File: src/core/cidd_pkg.sv
// constants and types shared by the control and indirect instruction decoder
package cidd_pkg;
    localparam int          INSN_W          = 14;
    localparam int          DATA_W          = 8;
    localparam int          PTR_W           = 16;
    localparam int          IP_W            = 15;
    localparam int          STACK_DEPTH     = 16;
    localparam int          STACK_IDX_W     = 4;
    localparam int          DIR_REGS        = 8;
    localparam int          OFS_W           = 6;

    // exact opcodes
    localparam logic [13:0] OP_NOP          = 14'h0000;
    localparam logic [13:0] OP_SOFT_RESET   = 14'h0001;
    localparam logic [13:0] OP_RETURN       = 14'h0008;
    localparam logic [13:0] OP_INT_RETURN   = 14'h0009;
    localparam logic [13:0] OP_CALL_W       = 14'h000a;
    localparam logic [13:0] OP_BRANCH_W     = 14'h000b;
    localparam logic [13:0] OP_OPTION_LOAD  = 14'h0062;
    localparam logic [13:0] OP_SLEEP        = 14'h0063;
    localparam logic [13:0] OP_DOG_CLEAR    = 14'h0064;

    // prefixes, matched on the high bits
    localparam logic [10:0] PFX_DIR_LOAD    = 11'h00c;
    localparam logic [9:0]  PFX_IND_MODE    = 10'h001;
    localparam logic [4:0]  PFX_REL_JUMP    = 5'h19;
    localparam logic [2:0]  PFX_ABS_CALL    = 3'h4;
    localparam logic [2:0]  PFX_ABS_JUMP    = 3'h5;
    localparam logic [5:0]  PFX_RET_LIT     = 6'h34;
    localparam logic [6:0]  PFX_PTR_ADD     = 7'h62;
    localparam logic [6:0]  PFX_IDX_LOAD    = 7'h7e;
    localparam logic [6:0]  PFX_IDX_STORE   = 7'h7f;

    // field positions
    localparam int          F_N_MODE        = 2;
    localparam int          F_N_IDX         = 6;
    localparam int          F_STORE         = 3;

    localparam logic [1:0]  MODE_PRE_INC    = 2'h0;
    localparam logic [1:0]  MODE_PRE_DEC    = 2'h1;
    localparam logic [1:0]  MODE_POST_INC   = 2'h2;
    localparam logic [1:0]  MODE_POST_DEC   = 2'h3;

    localparam logic [15:0] PTR_RESET       = 16'h0000;
    localparam logic [15:0] PTR_ONE         = 16'h0001;
    localparam logic [14:0] IP_RESET        = 15'h0000;
    localparam logic [14:0] IP_ONE          = 15'h0001;
    localparam logic [7:0]  BYTE_ZERO       = 8'h00;
    localparam logic [7:0]  OPTION_RESET    = 8'hff;
    localparam logic [7:0]  DIR_RESET       = 8'hff;

    typedef enum logic [2:0] {
        CIDD_FETCH,
        CIDD_EXEC,
        CIDD_EXTRA,
        CIDD_FLUSH,
        CIDD_STANDBY
    } cidd_state_t;
endpackage

File: src/core/cidd_core.sv
// control-flow, inherent and indirect instruction decoder and executor
`timescale 1ns/1ps
`default_nettype none
// Summary of operation
// - instructions that load the instruction pointer take two cycles, second is nop
// - indirect access with effective address msb set takes one extra cycle
// - word 000b branches relative by accumulator, two cycles, no flags
// - word 000a calls the accumulator-held target, two cycles
// - prefix 110100 returns, two cycles; loads literal into accumulator unless load data lands on that edge
// - word 0062 copies accumulator into option register, one cycle
// - word 0063 enters standby, updates expiry and sleep-entry flags
// - prefix 00_0000_0110_0 loads selected pin direction register
// - prefix 110001_0 adds signed six-bit literal to pointer n
// - indirect load via pointer n with update mode, sets zero flag
// - indexed load from pointer plus offset, pointer kept, zero flag
// - indirect store via pointer n with update mode, no flags
// - indexed store to pointer plus offset, pointer and flags kept
// - modes: 00 pre-inc, 01 pre-dec, 10 post-inc, 11 post-dec
// - address is pointer, pointer +1, -1 or +k; pointer then +1, -1 or kept
// - alias registers redirect to memory at the effective address: pointer, pointer +1, -1 or +k
// - pointers are 16 bits and wrap at both limits
// - pointer updates never change status flags
// - soft reset resets device and clears soft reset flag
module cidd_core
    import cidd_pkg::*;
(
    input  wire logic              I_CORE_CLK,
    input  wire logic              I_RESET_N,
    input  wire logic [INSN_W-1:0] i_insn,
    input  wire logic [DATA_W-1:0] i_mem_rdata,
    input  wire logic              i_wake,
    output logic      [IP_W-1:0]   o_instr_pointer,
    output logic      [PTR_W-1:0]  o_mem_addr,
    output logic      [DATA_W-1:0] o_mem_wdata,
    output logic                   o_mem_rd,
    output logic                   o_mem_wr,
    output logic      [DATA_W-1:0] o_accumulator,
    output logic                   o_zero_flag,
    output logic                   o_expiry_flag,
    output logic                   o_sleep_entry_flag,
    output logic                   o_soft_reset_flag,
    output logic                   o_dog_clear,
    output logic                   o_device_reset,
    output logic                   o_standby,
    output logic      [DATA_W-1:0] o_option_reg,
    output logic      [DATA_W-1:0] o_pin_direction_reg_sel,
    output logic      [2:0]        o_pin_direction_idx,
    output logic      [PTR_W-1:0]  o_indirect_pointer0,
    output logic      [PTR_W-1:0]  o_indirect_pointer1
);
    logic             rst_meta;
    logic             rst_sync;
    cidd_state_t      state;
    logic [INSN_W-1:0] insn;
    logic [PTR_W-1:0] ptr [2];
    logic [IP_W-1:0]  ret_stack [STACK_DEPTH];
    logic [STACK_IDX_W-1:0] sp;
    logic [DATA_W-1:0] pin_dir [DIR_REGS];
    logic             pend_load;

    // decode of the latched word
    logic is_rel_jump, is_call, is_jump, is_ret_lit, is_ptr_add;
    logic is_idx_load, is_idx_store, is_ind_mode, is_dir_load;
    logic is_indirect, ptr_sel, changes_ip, push_ret, pop_ret;
    logic [PTR_W-1:0] eff_addr;
    logic [PTR_W-1:0] ptr_next;
    logic [PTR_W-1:0] sel_ptr;
    logic [IP_W-1:0]  next_ip;
    logic [DATA_W-1:0] acc_now;

    // reset release through two flip-flops; soft reset re-enters it
    always_ff @(posedge I_CORE_CLK or negedge I_RESET_N)
    begin
        if (!I_RESET_N)
        begin
            rst_meta <= 1'b0;
            rst_sync <= 1'b0;
        end
        else
        begin
            rst_meta <= !o_device_reset;
            rst_sync <= rst_meta && !o_device_reset;
        end
    end

    function automatic logic [PTR_W-1:0] sext_ofs(input logic [OFS_W-1:0] k);
        sext_ofs = {{(PTR_W-OFS_W){k[OFS_W-1]}}, k};
    endfunction

    assign is_rel_jump  = insn[13:9]  == PFX_REL_JUMP;
    assign is_call      = insn[13:11] == PFX_ABS_CALL;
    assign is_jump      = insn[13:11] == PFX_ABS_JUMP;
    assign is_ret_lit   = insn[13:8]  == PFX_RET_LIT;
    assign is_ptr_add   = insn[13:7]  == PFX_PTR_ADD;
    assign is_idx_load  = insn[13:7]  == PFX_IDX_LOAD;
    assign is_idx_store = insn[13:7]  == PFX_IDX_STORE;
    assign is_ind_mode  = insn[13:4]  == PFX_IND_MODE;
    assign is_dir_load  = insn[13:3]  == PFX_DIR_LOAD
                          && insn != OP_OPTION_LOAD
                          && insn != OP_SLEEP
                          && insn != OP_DOG_CLEAR;
    assign is_indirect  = is_ind_mode || is_idx_load || is_idx_store;
    assign ptr_sel      = is_ind_mode ? insn[F_N_MODE] : insn[F_N_IDX];
    assign sel_ptr      = ptr[ptr_sel];
    assign push_ret     = is_call || insn == OP_CALL_W;
    assign pop_ret      = is_ret_lit || insn == OP_RETURN
                          || insn == OP_INT_RETURN;
    // control transfers spend a flush cycle
    assign changes_ip   = is_rel_jump || is_jump || push_ret || pop_ret
                          || insn == OP_BRANCH_W;
    // load data lands on the next EXEC edge, so forward it to that word
    assign acc_now      = pend_load ? i_mem_rdata : o_accumulator;

    cidd_addr_unit u_addr (
        .i_ptr      (sel_ptr),
        .i_mode     (insn[1:0]),
        .i_offset   (insn[OFS_W-1:0]),
        .i_indexed  (!is_ind_mode),
        .o_eff_addr (eff_addr),
        .o_ptr_next (ptr_next)
    );

    always_comb
    begin
        next_ip = o_instr_pointer + IP_ONE;
        if (is_rel_jump)
        begin
            next_ip = o_instr_pointer + IP_ONE
                      + {{(IP_W-9){insn[8]}}, insn[8:0]};
        end
        else if (insn == OP_BRANCH_W)
        begin
            next_ip = o_instr_pointer + IP_ONE
                      + {{(IP_W-DATA_W){1'b0}}, acc_now};
        end
        else if (insn == OP_CALL_W)
        begin
            next_ip = {{(IP_W-DATA_W){1'b0}}, acc_now};
        end
        else if (is_call || is_jump)
        begin
            next_ip = {4'h0, insn[10:0]};
        end
        else if (pop_ret)
        begin
            next_ip = ret_stack[sp - 4'h1];
        end
    end

    // sequencer: fetch, execute, optional extra or flush cycle
    always_ff @(posedge I_CORE_CLK or negedge rst_sync)
    begin
        if (!rst_sync)
        begin
            state <= CIDD_FETCH;
            insn  <= OP_NOP;
        end
        else
        begin
            case (state)
                CIDD_FETCH:
                begin
                    insn  <= i_insn;
                    state <= CIDD_EXEC;
                end
                CIDD_EXEC:
                begin
                    if (insn == OP_SLEEP)
                        state <= CIDD_STANDBY;
                    else if (is_indirect && eff_addr[PTR_W-1])
                        state <= CIDD_EXTRA;
                    else if (changes_ip)
                        state <= CIDD_FLUSH;
                    else
                        state <= CIDD_FETCH;
                end
                CIDD_STANDBY:
                begin
                    if (i_wake)
                        state <= CIDD_FETCH;
                end
                default:
                begin
                    state <= CIDD_FETCH;
                end
            endcase
        end
    end

    // instruction pointer and return stack
    always_ff @(posedge I_CORE_CLK or negedge rst_sync)
    begin
        if (!rst_sync)
        begin
            o_instr_pointer <= IP_RESET;
            sp              <= '0;
            for (int i = 0; i < STACK_DEPTH; i++)
                ret_stack[i] <= IP_RESET;
        end
        else if (state == CIDD_EXEC && insn != OP_SOFT_RESET)
        begin
            o_instr_pointer <= next_ip;
            if (push_ret)
            begin
                ret_stack[sp] <= o_instr_pointer + IP_ONE;
                sp            <= sp + 4'h1;
            end
            else if (pop_ret)
            begin
                sp <= sp - 4'h1;
            end
        end
    end

    // pointers; updates never touch status
    always_ff @(posedge I_CORE_CLK or negedge rst_sync)
    begin
        if (!rst_sync)
        begin
            ptr[0] <= PTR_RESET;
            ptr[1] <= PTR_RESET;
        end
        else if (state == CIDD_EXEC)
        begin
            if (is_ptr_add)
                ptr[insn[F_N_IDX]] <= ptr[insn[F_N_IDX]]
                                      + sext_ofs(insn[OFS_W-1:0]);
            else if (is_ind_mode)
                ptr[ptr_sel] <= ptr_next;
        end
    end

    // memory port: alias access goes to the effective address from the address unit
    always_ff @(posedge I_CORE_CLK or negedge rst_sync)
    begin
        if (!rst_sync)
        begin
            o_mem_addr  <= PTR_RESET;
            o_mem_wdata <= BYTE_ZERO;
            o_mem_rd    <= 1'b0;
            o_mem_wr    <= 1'b0;
            pend_load   <= 1'b0;
        end
        else
        begin
            o_mem_rd  <= 1'b0;
            o_mem_wr  <= 1'b0;
            pend_load <= o_mem_rd;
            if (state == CIDD_EXEC && is_indirect)
            begin
                o_mem_addr <= eff_addr;
                if (is_idx_store || (is_ind_mode && insn[F_STORE]))
                begin
                    o_mem_wdata <= acc_now;
                    o_mem_wr    <= 1'b1;
                end
                else
                begin
                    o_mem_rd <= 1'b1;
                end
            end
        end
    end

    // accumulator and zero flag; data returns the cycle after the read
    always_ff @(posedge I_CORE_CLK or negedge rst_sync)
    begin
        if (!rst_sync)
        begin
            o_accumulator <= BYTE_ZERO;
            o_zero_flag   <= 1'b0;
        end
        else if (pend_load)
        begin
            o_accumulator <= i_mem_rdata;
            o_zero_flag   <= i_mem_rdata == BYTE_ZERO;
        end
        else if (state == CIDD_EXEC && is_ret_lit)
        begin
            o_accumulator <= insn[DATA_W-1:0];
        end
    end

    // option and pin direction registers
    always_ff @(posedge I_CORE_CLK or negedge rst_sync)
    begin
        if (!rst_sync)
        begin
            o_option_reg <= OPTION_RESET;
            for (int i = 0; i < DIR_REGS; i++)
                pin_dir[i] <= DIR_RESET;
        end
        else if (state == CIDD_EXEC)
        begin
            if (insn == OP_OPTION_LOAD)
                o_option_reg <= acc_now;
            else if (is_dir_load)
                pin_dir[insn[2:0]] <= acc_now;
        end
    end

    always_ff @(posedge I_CORE_CLK or negedge rst_sync)
    begin
        if (!rst_sync)
        begin
            o_pin_direction_reg_sel <= DIR_RESET;
            o_pin_direction_idx     <= 3'h0;
        end
        else if (state == CIDD_EXEC && is_dir_load)
        begin
            o_pin_direction_reg_sel <= acc_now;
            o_pin_direction_idx     <= insn[2:0];
        end
    end

    // power flags: set to 1 at power-on; sleep clears sleep-entry flag
    always_ff @(posedge I_CORE_CLK or negedge rst_sync)
    begin
        if (!rst_sync)
        begin
            o_expiry_flag      <= 1'b1;
            o_sleep_entry_flag <= 1'b1;
            o_standby          <= 1'b0;
            o_dog_clear        <= 1'b0;
        end
        else
        begin
            o_dog_clear <= state == CIDD_EXEC && insn == OP_DOG_CLEAR;
            if (state == CIDD_EXEC && insn == OP_SLEEP)
            begin
                o_expiry_flag      <= 1'b1;
                o_sleep_entry_flag <= 1'b0;
                o_standby          <= 1'b1;
            end
            else if (state == CIDD_EXEC && insn == OP_DOG_CLEAR)
            begin
                o_expiry_flag      <= 1'b1;
                o_sleep_entry_flag <= 1'b1;
            end
            if (state == CIDD_STANDBY && i_wake)
                o_standby <= 1'b0;
        end
    end

    // soft reset flag survives the reset it causes, so only I_RESET_N sets it
    always_ff @(posedge I_CORE_CLK or negedge I_RESET_N)
    begin
        if (!I_RESET_N)
        begin
            o_soft_reset_flag <= 1'b1;
            o_device_reset    <= 1'b0;
        end
        else
        begin
            o_device_reset <= state == CIDD_EXEC && insn == OP_SOFT_RESET;
            if (state == CIDD_EXEC && insn == OP_SOFT_RESET)
                o_soft_reset_flag <= 1'b0;
        end
    end

    assign o_indirect_pointer0 = ptr[0];
    assign o_indirect_pointer1 = ptr[1];
endmodule
`default_nettype wire

File: src/core/cidd_addr_unit.sv
// effective address and pointer write-back for indirect transfers
`timescale 1ns/1ps
`default_nettype none
module cidd_addr_unit
    import cidd_pkg::*;
(
    input  wire logic [PTR_W-1:0] i_ptr,
    input  wire logic [1:0]       i_mode,
    input  wire logic [OFS_W-1:0] i_offset,
    input  wire logic             i_indexed,
    output logic      [PTR_W-1:0] o_eff_addr,
    output logic      [PTR_W-1:0] o_ptr_next
);
    logic [PTR_W-1:0] ptr_inc;
    logic [PTR_W-1:0] ptr_dec;
    logic [PTR_W-1:0] ofs_ext;

    // 16-bit arithmetic wraps at both ends
    assign ptr_inc = i_ptr + PTR_ONE;
    assign ptr_dec = i_ptr - PTR_ONE;
    // offset is sign-extended before the add
    assign ofs_ext = {{(PTR_W-OFS_W){i_offset[OFS_W-1]}}, i_offset};

    always_comb
    begin
        o_eff_addr = i_ptr;
        o_ptr_next = i_ptr;
        if (i_indexed)
        begin
            o_eff_addr = i_ptr + ofs_ext;
        end
        else
        begin
            case (i_mode)
                MODE_PRE_INC:
                begin
                    o_eff_addr = ptr_inc;
                    o_ptr_next = ptr_inc;
                end
                MODE_PRE_DEC:
                begin
                    o_eff_addr = ptr_dec;
                    o_ptr_next = ptr_dec;
                end
                MODE_POST_INC:
                begin
                    o_ptr_next = ptr_inc;
                end
                default:
                begin
                    o_ptr_next = ptr_dec;
                end
            endcase
        end
    end
endmodule
`default_nettype wire

File: config.mk
export PLATFORM = sky130hd
export DESIGN_NAME = cidd_core
export DESIGN_NICKNAME = d
export VERILOG_FILES = /design/src/core/cidd_pkg.sv /design/src/core/cidd_core.sv /design/src/core/cidd_addr_unit.sv
export SDC_FILE = /design/constraint.sdc
export NUM_CORES = 1
export LEC_CHECK = 0
export BUFFER_PORTS_ARGS = -buffer_cell sky130_fd_sc_hd__buf_2
export CAP_MARGIN = 40
export CORE_MARGIN = 4
export CORE_UTILIZATION = 56
export CTS_BUF_LIST = sky130_fd_sc_hd__clkbuf_4 sky130_fd_sc_hd__clkbuf_8
export CTS_CLUSTER_DIAMETER = 40
export DETAILED_ROUTE_END_ITERATION = 6
export GPL_TIMING_DRIVEN = 0
export PLACE_DENSITY = 0.75
export SLEW_MARGIN = 20
export SYNTH_ARGS = -nofsm -noshare
export SYNTH_HDL_FRONTEND = slang
export SYNTH_SLANG_ARGS = --single-unit
File: constraint.sdc
create_clock -name I_CORE_CLK -period 14.65 [get_ports I_CORE_CLK]
set_input_delay 2.1975 -clock I_CORE_CLK [delete_from_list [all_inputs] [get_ports I_CORE_CLK]]
set_output_delay 2.1975 -clock I_CORE_CLK [all_outputs]
set_load 0.03 [all_outputs]
==> impl_metrics.env, run 1 <==
export IMPL_grt_remaining_overflow=0
export IMPL_drc=0
export IMPL_cts_tree="built"
export IMPL_timing_rr_end="o_instr_pointer[11]"
export IMPL_clk_latency_ps=650
export IMPL_maxCapViolCount=0
export IMPL_drive_above_1_share_pct=20.50
export IMPL_fin_tns_setup_ps=0
export IMPL_final_max_slew_violation_count=0
export IMPL_top_register="ret_stack"
export IMPL_clkSinkCount=370
export IMPL_syn_num_nets=2195
export IMPL_start_util_pct=57.25
export IMPL_crit_arrival_ps=5860
export IMPL_grt_pass1_wl_um=97820
export IMPL_yosys_warnings=0
export IMPL_sequentialPowerShare_pct=28.0
export IMPL_drt_wirelength_per_cell_um=21.98
export IMPL_fmax_mhz=185.3
export IMPL_num_rows=69
export IMPL_ctsHtreeMaxLevel=3
export IMPL_die_area_um2=39750
export IMPL_fin_skew_ps=61.31
export IMPL_rsz0062_at_grt="no"
export IMPL_clk_path_buf_depth=3
export IMPL_power_leakage_nw=10.66
export IMPL_clkPwrFrac_pct=19.9
export IMPL_grt_pass1_vias=17600
export IMPL_fin_crit_sh_pct=36.83
export IMPL_cpMaxStageDelayCell="clkbuf_1"
export IMPL_cpMostUsedCell="clkbuf_1"
export IMPL_r2r_cells=14
export IMPL_nNetsFinal=2420
export IMPL_die_w_um=199.4
export IMPL_hold_buffers=0
export IMPL_viasPerCell=6.260
export IMPL_r2r_start="sp[0]"
export IMPL_final_common_cell="dfrtp_1"
export IMPL_core_um2=35830
export IMPL_slowest_delay_ps=720
export IMPL_syn2layout_area_growth_pct=15.29
export IMPL_synth_area_per_cell_um2=9.739
export IMPL_diodes=0
export IMPL_routabilityCongestion=0.9624
export IMPL_wl_um=62550
export IMPL_cts_clk_slew_worst_paths_ps=60
export IMPL_vias=17820
export IMPL_io_pins=132
export IMPL_period_needed_ps=5396
export IMPL_hold_class="reg -> async"
export IMPL_hold_violations=0
export IMPL_worst_setup_path_start_kind="flop"
export IMPL_crit_fanout=10
export IMPL_whs_ps=295.2
export IMPL_cts_made_buffers=68
export IMPL_dr_pass1_iters=6
export IMPL_max_slew_margin_rel_pct=37.72
export IMPL_worst_pin_slew_ps=927.5
export IMPL_fin_area_um2=23650
export IMPL_setup_viol=0
export IMPL_io_buffers=130
export IMPL_dp_hpwl_um=46800
export IMPL_synth_cell_type_count=85
export IMPL_postCtsSetupBuffers=0
export IMPL_post_cts_resized=0
export IMPL_p_comb_share_pct=52.1
export IMPL_die_y_um=199.4
export IMPL_ir_drop_mv=0.1264
export IMPL_reg2reg_slack_ps=9250
export IMPL_p_sw_w=0.002549
export IMPL_intPower_w=0.003022
export IMPL_synthesis_area_um2=20510
export IMPL_ys_seq_area_share_pct=45.25
export IMPL_root_buffer="clkbuf_8"
export IMPL_ys_seq_elements=370
export IMPL_critPathKind="reg -> reg"
export IMPL_largest_register_ffs=240
export IMPL_cp_end_kind="flop"
export IMPL_synthArstFlopShare_pct=100.0
export IMPL_synth_ff_type="dfrtp_1"
export IMPL_track_usage_pct=31.48
export IMPL_antenna_left=0
export IMPL_mostFrequentLayoutCells="351 x dfrtp_1, 343 x nand2_1, 307 x o21ai_0"
export IMPL_drt_iter0_markers=1696
export IMPL_swShare_pct=45.76
export IMPL_synth_enable_flop_cells=0
export IMPL_status="completed"
export IMPL_synth_cells=2106
export IMPL_powerDensity_nw_per_um2=235.6
export IMPL_grt_antenna_before_repair=0
export IMPL_placed_area_um2=22050
export IMPL_grt_max_degree=57
export IMPL_crit_required_ps=15110
export IMPL_crit_chain="buf_2, buf_2, clkbuf_1, inv_1, ha_1, clkbuf_1, clkbuf_1, clkbuf_1, mux4_2, mux2_2, o211ai_1, o221ai_1, a21oi_1, o21ai_0"
stage by stage:
step                total power [W]  util, %  setup slack (ps)  cells
finish                     0.005571    66.00              9254   2846
detailed placement         0.004381    61.56              8965   2717
floorplan                  0.003506        -              3664   2106
CTS                        0.005500    65.90              9351   2841
global route               0.005885    66.00              8998   2846
global placement           0.004258    60.67             39.01   2697
layout make-up:
class                   count  area [um^2]
plain buffers             146        678.2
clock buffers             101         1277
clock inverters            23        277.8
fillers                  2809        12180
inverters                  54        202.7
multi-input cells        1536        10360
flip-flops and latches    370         9285
well taps                 461        576.8
repair buffers            155        992.2
worst max path at each step:
stage                        start                   to  depth (start not counted)  slack, ps
floorplan                 rst_sync              insn[0]                          0       3660
global placement          rst_sync       ret_stack[210]                          0         40
detailed placement  i_mem_rdata[0]  o_instr_pointer[14]                         15       8960
CTS                          sp[0]  o_instr_pointer[11]                         14       9350
global route                 sp[0]  o_instr_pointer[11]                         14       9000
finish                       sp[0]  o_instr_pointer[11]                         14       9250
cells by family (layout without fill, tap and decap cells):
kind of cell | Yosys count | after routing | synth area share, %
xor gates and xnor gates | 96 | 96 | 4.099
and+or+nand+nor | 656 | 656 | 13.82
AOI/OAI and AO/OA | 564 | 564 | 15.99
adders and majority gates | 64 | 64 | 4.051
muxes | 155 | 155 | 12.47
other | 1 | 1 | 0.01828
DFF | 370 | 370 | 45.25
buffers and inverters | 200 | 479 | 4.295
layer usage:
| layer | routed length (um) | global-route usage (%) | vias up | part of all wire, % |
|---|---|---|---|---|
| met2 | 28880 | 49.99 | 988 | 46 |
| met3 | 6468 | 6.997 | 156 | 10 |
| li1 | - | - | 7945 | - |
| met4 | 2162 | 11.50 | 0 | 3.5 |
| met5 | 0 | 0 | - | 0 |
| met1 | 25040 | 43.08 | 8726 | 40 |
Yosys cell counts (all sizes together), types with 9 or more instances:
cell type	number	area, um^2
dfstp	18	473.0
nor2b	11	68.82
buf	53	329.1
nor3	39	200.2
clkbuf	93	349.1
mux2	49	551.8
xor2	37	324.1
mux4	73	1644
ha	60	750.7
o21bai	9	67.56
nor4	11	81.32
nand2	343	1287
a21o	9	67.56
or3	11	68.82
mux2i	33	361.6
inv	54	202.7
a211oi	13	97.59
nor2	147	554.3
xnor2	59	516.8
nand4	15	93.84
a22oi	12	90.09
dfrtp	352	8808
nand3	46	235.2
o211ai	16	120.1
o21ai	317	1587
a21oi	110	565.6
power groups by stage:
stage | Combinational (W) | Sequential (W) | Clock (W)
after detailed placement | 0.00282 | 0.00156 | 0
after global placement | 0.00271 | 0.00155 | 0
after CTS | 0.00284 | 0.00155 | 0.00112
final | 0.00290 | 0.00156 | 0.00111
after global routing | 0.00314 | 0.00158 | 0.00117
after floorplan | 0.00187 | 0.00164 | 0
critical path: cells and delay by family, from the launching register on:
family / cells / cell delay (ps)
fa+ha+maj: 1 / 310
mux: 2 / 720
compound gates: 4 / 700
buf+inv: 7 / 3070
flops: 1 / 400
No activity file was read; power rests on OpenSTA's default activity.
==> run 2, diff against run 1 <==
- ABC_AREA: unset -> 1
- PLACE_DENSITY: 0.75 -> 0.77
- clock period: 14.65 -> 4.3 ns (I/O delays scaled with it)
==> impl_metrics.env, run 2 <==
export IMPL_status="complete, but fails checks"
export IMPL_violations="DRC"
export IMPL_synth_top_area_share_pct=40.51
export IMPL_yosysMostFrequentCell="nand2_1"
export IMPL_die_w_um=205.1
export IMPL_timing_rr_end="o_instr_pointer[5]"
export IMPL_die_area_um2=42050
export IMPL_startpoint="sp[0]"
export IMPL_rsz0062_at_grt="no"
export IMPL_worst_pin_slew_ps=1024
export IMPL_core_um2=38020
export IMPL_period_needed_ps=4254
export IMPL_synth_cell_type_count=62
export IMPL_grt_max_degree=58
export IMPL_synth_cells=2911
export IMPL_fillers=3433
export IMPL_cp_end_kind="flop"
export IMPL_min_to="insn[10]"
export IMPL_drive_above_1_share_pct=13.34
export IMPL_num_rows=71
export IMPL_cts_clk_slew_worst_paths_ps=60
export IMPL_start_util_pct=57.19
export IMPL_whs_path_depth=2
export IMPL_synth_common_cells="765 x nand2_1, 414 x o21ai_0, 352 x dfrtp_1"
export IMPL_wl_um=87420
export IMPL_routabilityCongestion=1.054
export IMPL_fin_skew_ps=38.24
export IMPL_synth_enable_flop_cells=0
export IMPL_ys_seq_area_share_pct=42.68
export IMPL_wl_met2_um=37690
export IMPL_final_common_cell="nand2_1"
export IMPL_io_pins=132
export IMPL_highest_layer="met4"
export IMPL_critPathKind="reg -> reg"
export IMPL_ir_drop_mv=0.6031
export IMPL_cts_tree="built"
export IMPL_maxCapViolCount=0
export IMPL_placed_area_um2=23290
export IMPL_final_max_slew_violation_count=0
export IMPL_crit_fanout=17
export IMPL_crit_arrival_ps=4850
export IMPL_dp_hpwl_um=63190
export IMPL_grt_antenna_before_repair=2
export IMPL_synth_ff_type="dfrtp_1"
export IMPL_synthesis_area_um2=21740
export IMPL_grt_remaining_overflow=0
export IMPL_worst_setup_path_start_kind="flop"
export IMPL_min_from="i_insn[10]"
export IMPL_crit_required_ps=4890
export IMPL_r2r_cells=13
export IMPL_cpMaxStageDelayCell="o221ai_1"
export IMPL_fin_crit_sh_pct=98.92
export IMPL_diodes=0
export IMPL_io_buffers=130
export IMPL_yosys_warnings=0
export IMPL_drt_iter0_markers=2893
export IMPL_hold_violations=0
export IMPL_vias=22960
export IMPL_track_usage_pct=41.31
export IMPL_fmax_mhz=235.1
export IMPL_wl_met1_um=32690
export IMPL_grt_pass1_wl_um=132500
export IMPL_mostFrequentLayoutCells="762 x nand2_1, 411 x o21ai_0, 347 x dfrtp_1"
export IMPL_clk_latency_ps=680
export IMPL_fin_tns_setup_ps=0
export IMPL_drt_wirelength_per_cell_um=23.65
export IMPL_grt_pass1_vias=22530
export IMPL_largest_register_ffs=240
export IMPL_reg2reg_slack_ps=50
export IMPL_clk_path_buf_depth=3
export IMPL_max_slew_margin_rel_pct=31.76
export IMPL_viasPerCell=6.212
export IMPL_cp_top_family="buffers and inverters"
export IMPL_die_y_um=205.1
export IMPL_powerDensity_nw_per_um2=925.7
export IMPL_setup_viol=0
export IMPL_top_register="ret_stack"
export IMPL_syn2layout_area_growth_pct=15.23
export IMPL_yosys_area_top_type="dfrtp_1"
export IMPL_root_buffer="clkbuf_8"
export IMPL_drc=9
export IMPL_cts_made_buffers=70
export IMPL_antenna_left=0
export IMPL_hold_class="in -> reg"
export IMPL_ctsHtreeMaxLevel=3
export IMPL_worst_path_buf_inv=4
export IMPL_fin_area_um2=25060
export IMPL_r2r_start="sp[0]"
export IMPL_synthArstFlopShare_pct=100.0
export IMPL_slowest_delay_ps=560
export IMPL_wl_met3_um=9381
export IMPL_power_leakage_nw=11.75
export IMPL_nNetsFinal=3219
export IMPL_crit_chain="inv_2, clkbuf_2, ha_1, clkbuf_1, clkbuf_2, o21ai_0, o221ai_1, nand3_1, nand3_1, o211ai_1, a21oi_1, a211oi_1, o22ai_1"
export IMPL_dr_pass1_iters=7
export IMPL_synth_area_per_cell_um2=7.470
export IMPL_clkSinkCount=370
export IMPL_syn_num_nets=3000
export IMPL_ys_seq_elements=370
export IMPL_ys_top_cells_by_area="dfrtp_1 41%, nand2_1 13%, o21ai_0 9.5%"
==> run 2: cell types whose count changed in the layout (fill, tap and decap cells not counted), moves of 29 or more <==
cell / previous run / this run
nand2_1: 343 / 762
inv_1: 52 / 206
nand3_1: 45 / 163
o21ai_0: 307 / 411
a21oi_1: 108 / 187
nor2_1: 146 / 221
mux4_2: 73 / 0
xnor2_1: 58 / 7
mux2_2: 47 / 1
o211ai_1: 16 / 45
==> run 2: layout make-up <==
type	instances	area [um^2]	share of cell area [%]
Sequential cell	370	9293	37.09
Inverter	223	837.1	3.341
Clock inverter	23	340.3	1.358
Buffer	158	661.9	2.642
Timing Repair Buffer	148	940.9	3.755
Clock buffer	104	1325	5.288
Tap cell	511	639.4	2.552
Multi-Input combinational cell	2159	11020	43.98
==> run 2: repair_timing <==
action / CTS / global route
setup buffers: 0 / 1
hold endpoints to repair: 4 / 0
setup endpoints to repair: 16 / 12
hold buffers: 1 / 0
resized for setup: 9 / 18
pin swaps: 0 / 0
==> run 2: report_power, final <==
| part | leakage [nW] | switching (W) | internal, W |
|---|---|---|---|
| sequential | 4.61 | 0.00105 | 0.00462 |
| clock | 0.851 | 0.00169 | 0.00242 |
| combinational | 6.29 | 0.00960 | 0.00381 |
| total | 11.7 | 0.0123 | 0.0109 |
==> run 2: kinds of logic after synthesis <==
| kind of cell | Yosys count | synth area share [%] |
|---|---|---|
| AND/OR/NAND/NOR | 1274 | 25.06 |
| AO/OA/AOI/OAI | 770 | 19.52 |
| buffers and inverters | 382 | 6.859 |
| flip-flops | 370 | 42.68 |
| adder cells (fa/ha/maj) | 64 | 3.821 |
| XOR/XNOR | 48 | 1.933 |
| multiplexers | 2 | 0.09782 |
| other | 1 | 0.01725 |
==> run 2: metrics by stage <==
step	power (W)	util [%]	setup slack [ps]	hold WS [ps]	instances
CTS	0.02249	65.69	70.96	216.1	3693
finish	0.02319	65.90	46.40	232.1	3696
global route	0.02438	65.90	13.64	234.3	3696
global placement	0.01809	60.59	-756.3	364.5	3552
floorplan	0.01373	-	681.6	349.4	2911
detailed placement	0.01833	61.26	-545.0	342.1	3566
==> run 2: per-layer routing <==
layer,GRT usage (%),vias to the layer above
li1,-,10160
met1,51.86,10860
met2,62.39,1515
met3,10.34,426
met4,29.38,0
met5,0,-
==> run 2: worst max-delay path by stage <==
stage	slack [ps]	depth (start not counted)	endpoint
floorplan	680	0	insn[0]
finish	50	13	o_instr_pointer[5]
CTS	70	20	o_instr_pointer[14]
detailed placement	-540	15	o_instr_pointer[4]
global placement	-760	14	o_instr_pointer[5]
global route	10	13	o_instr_pointer[5]
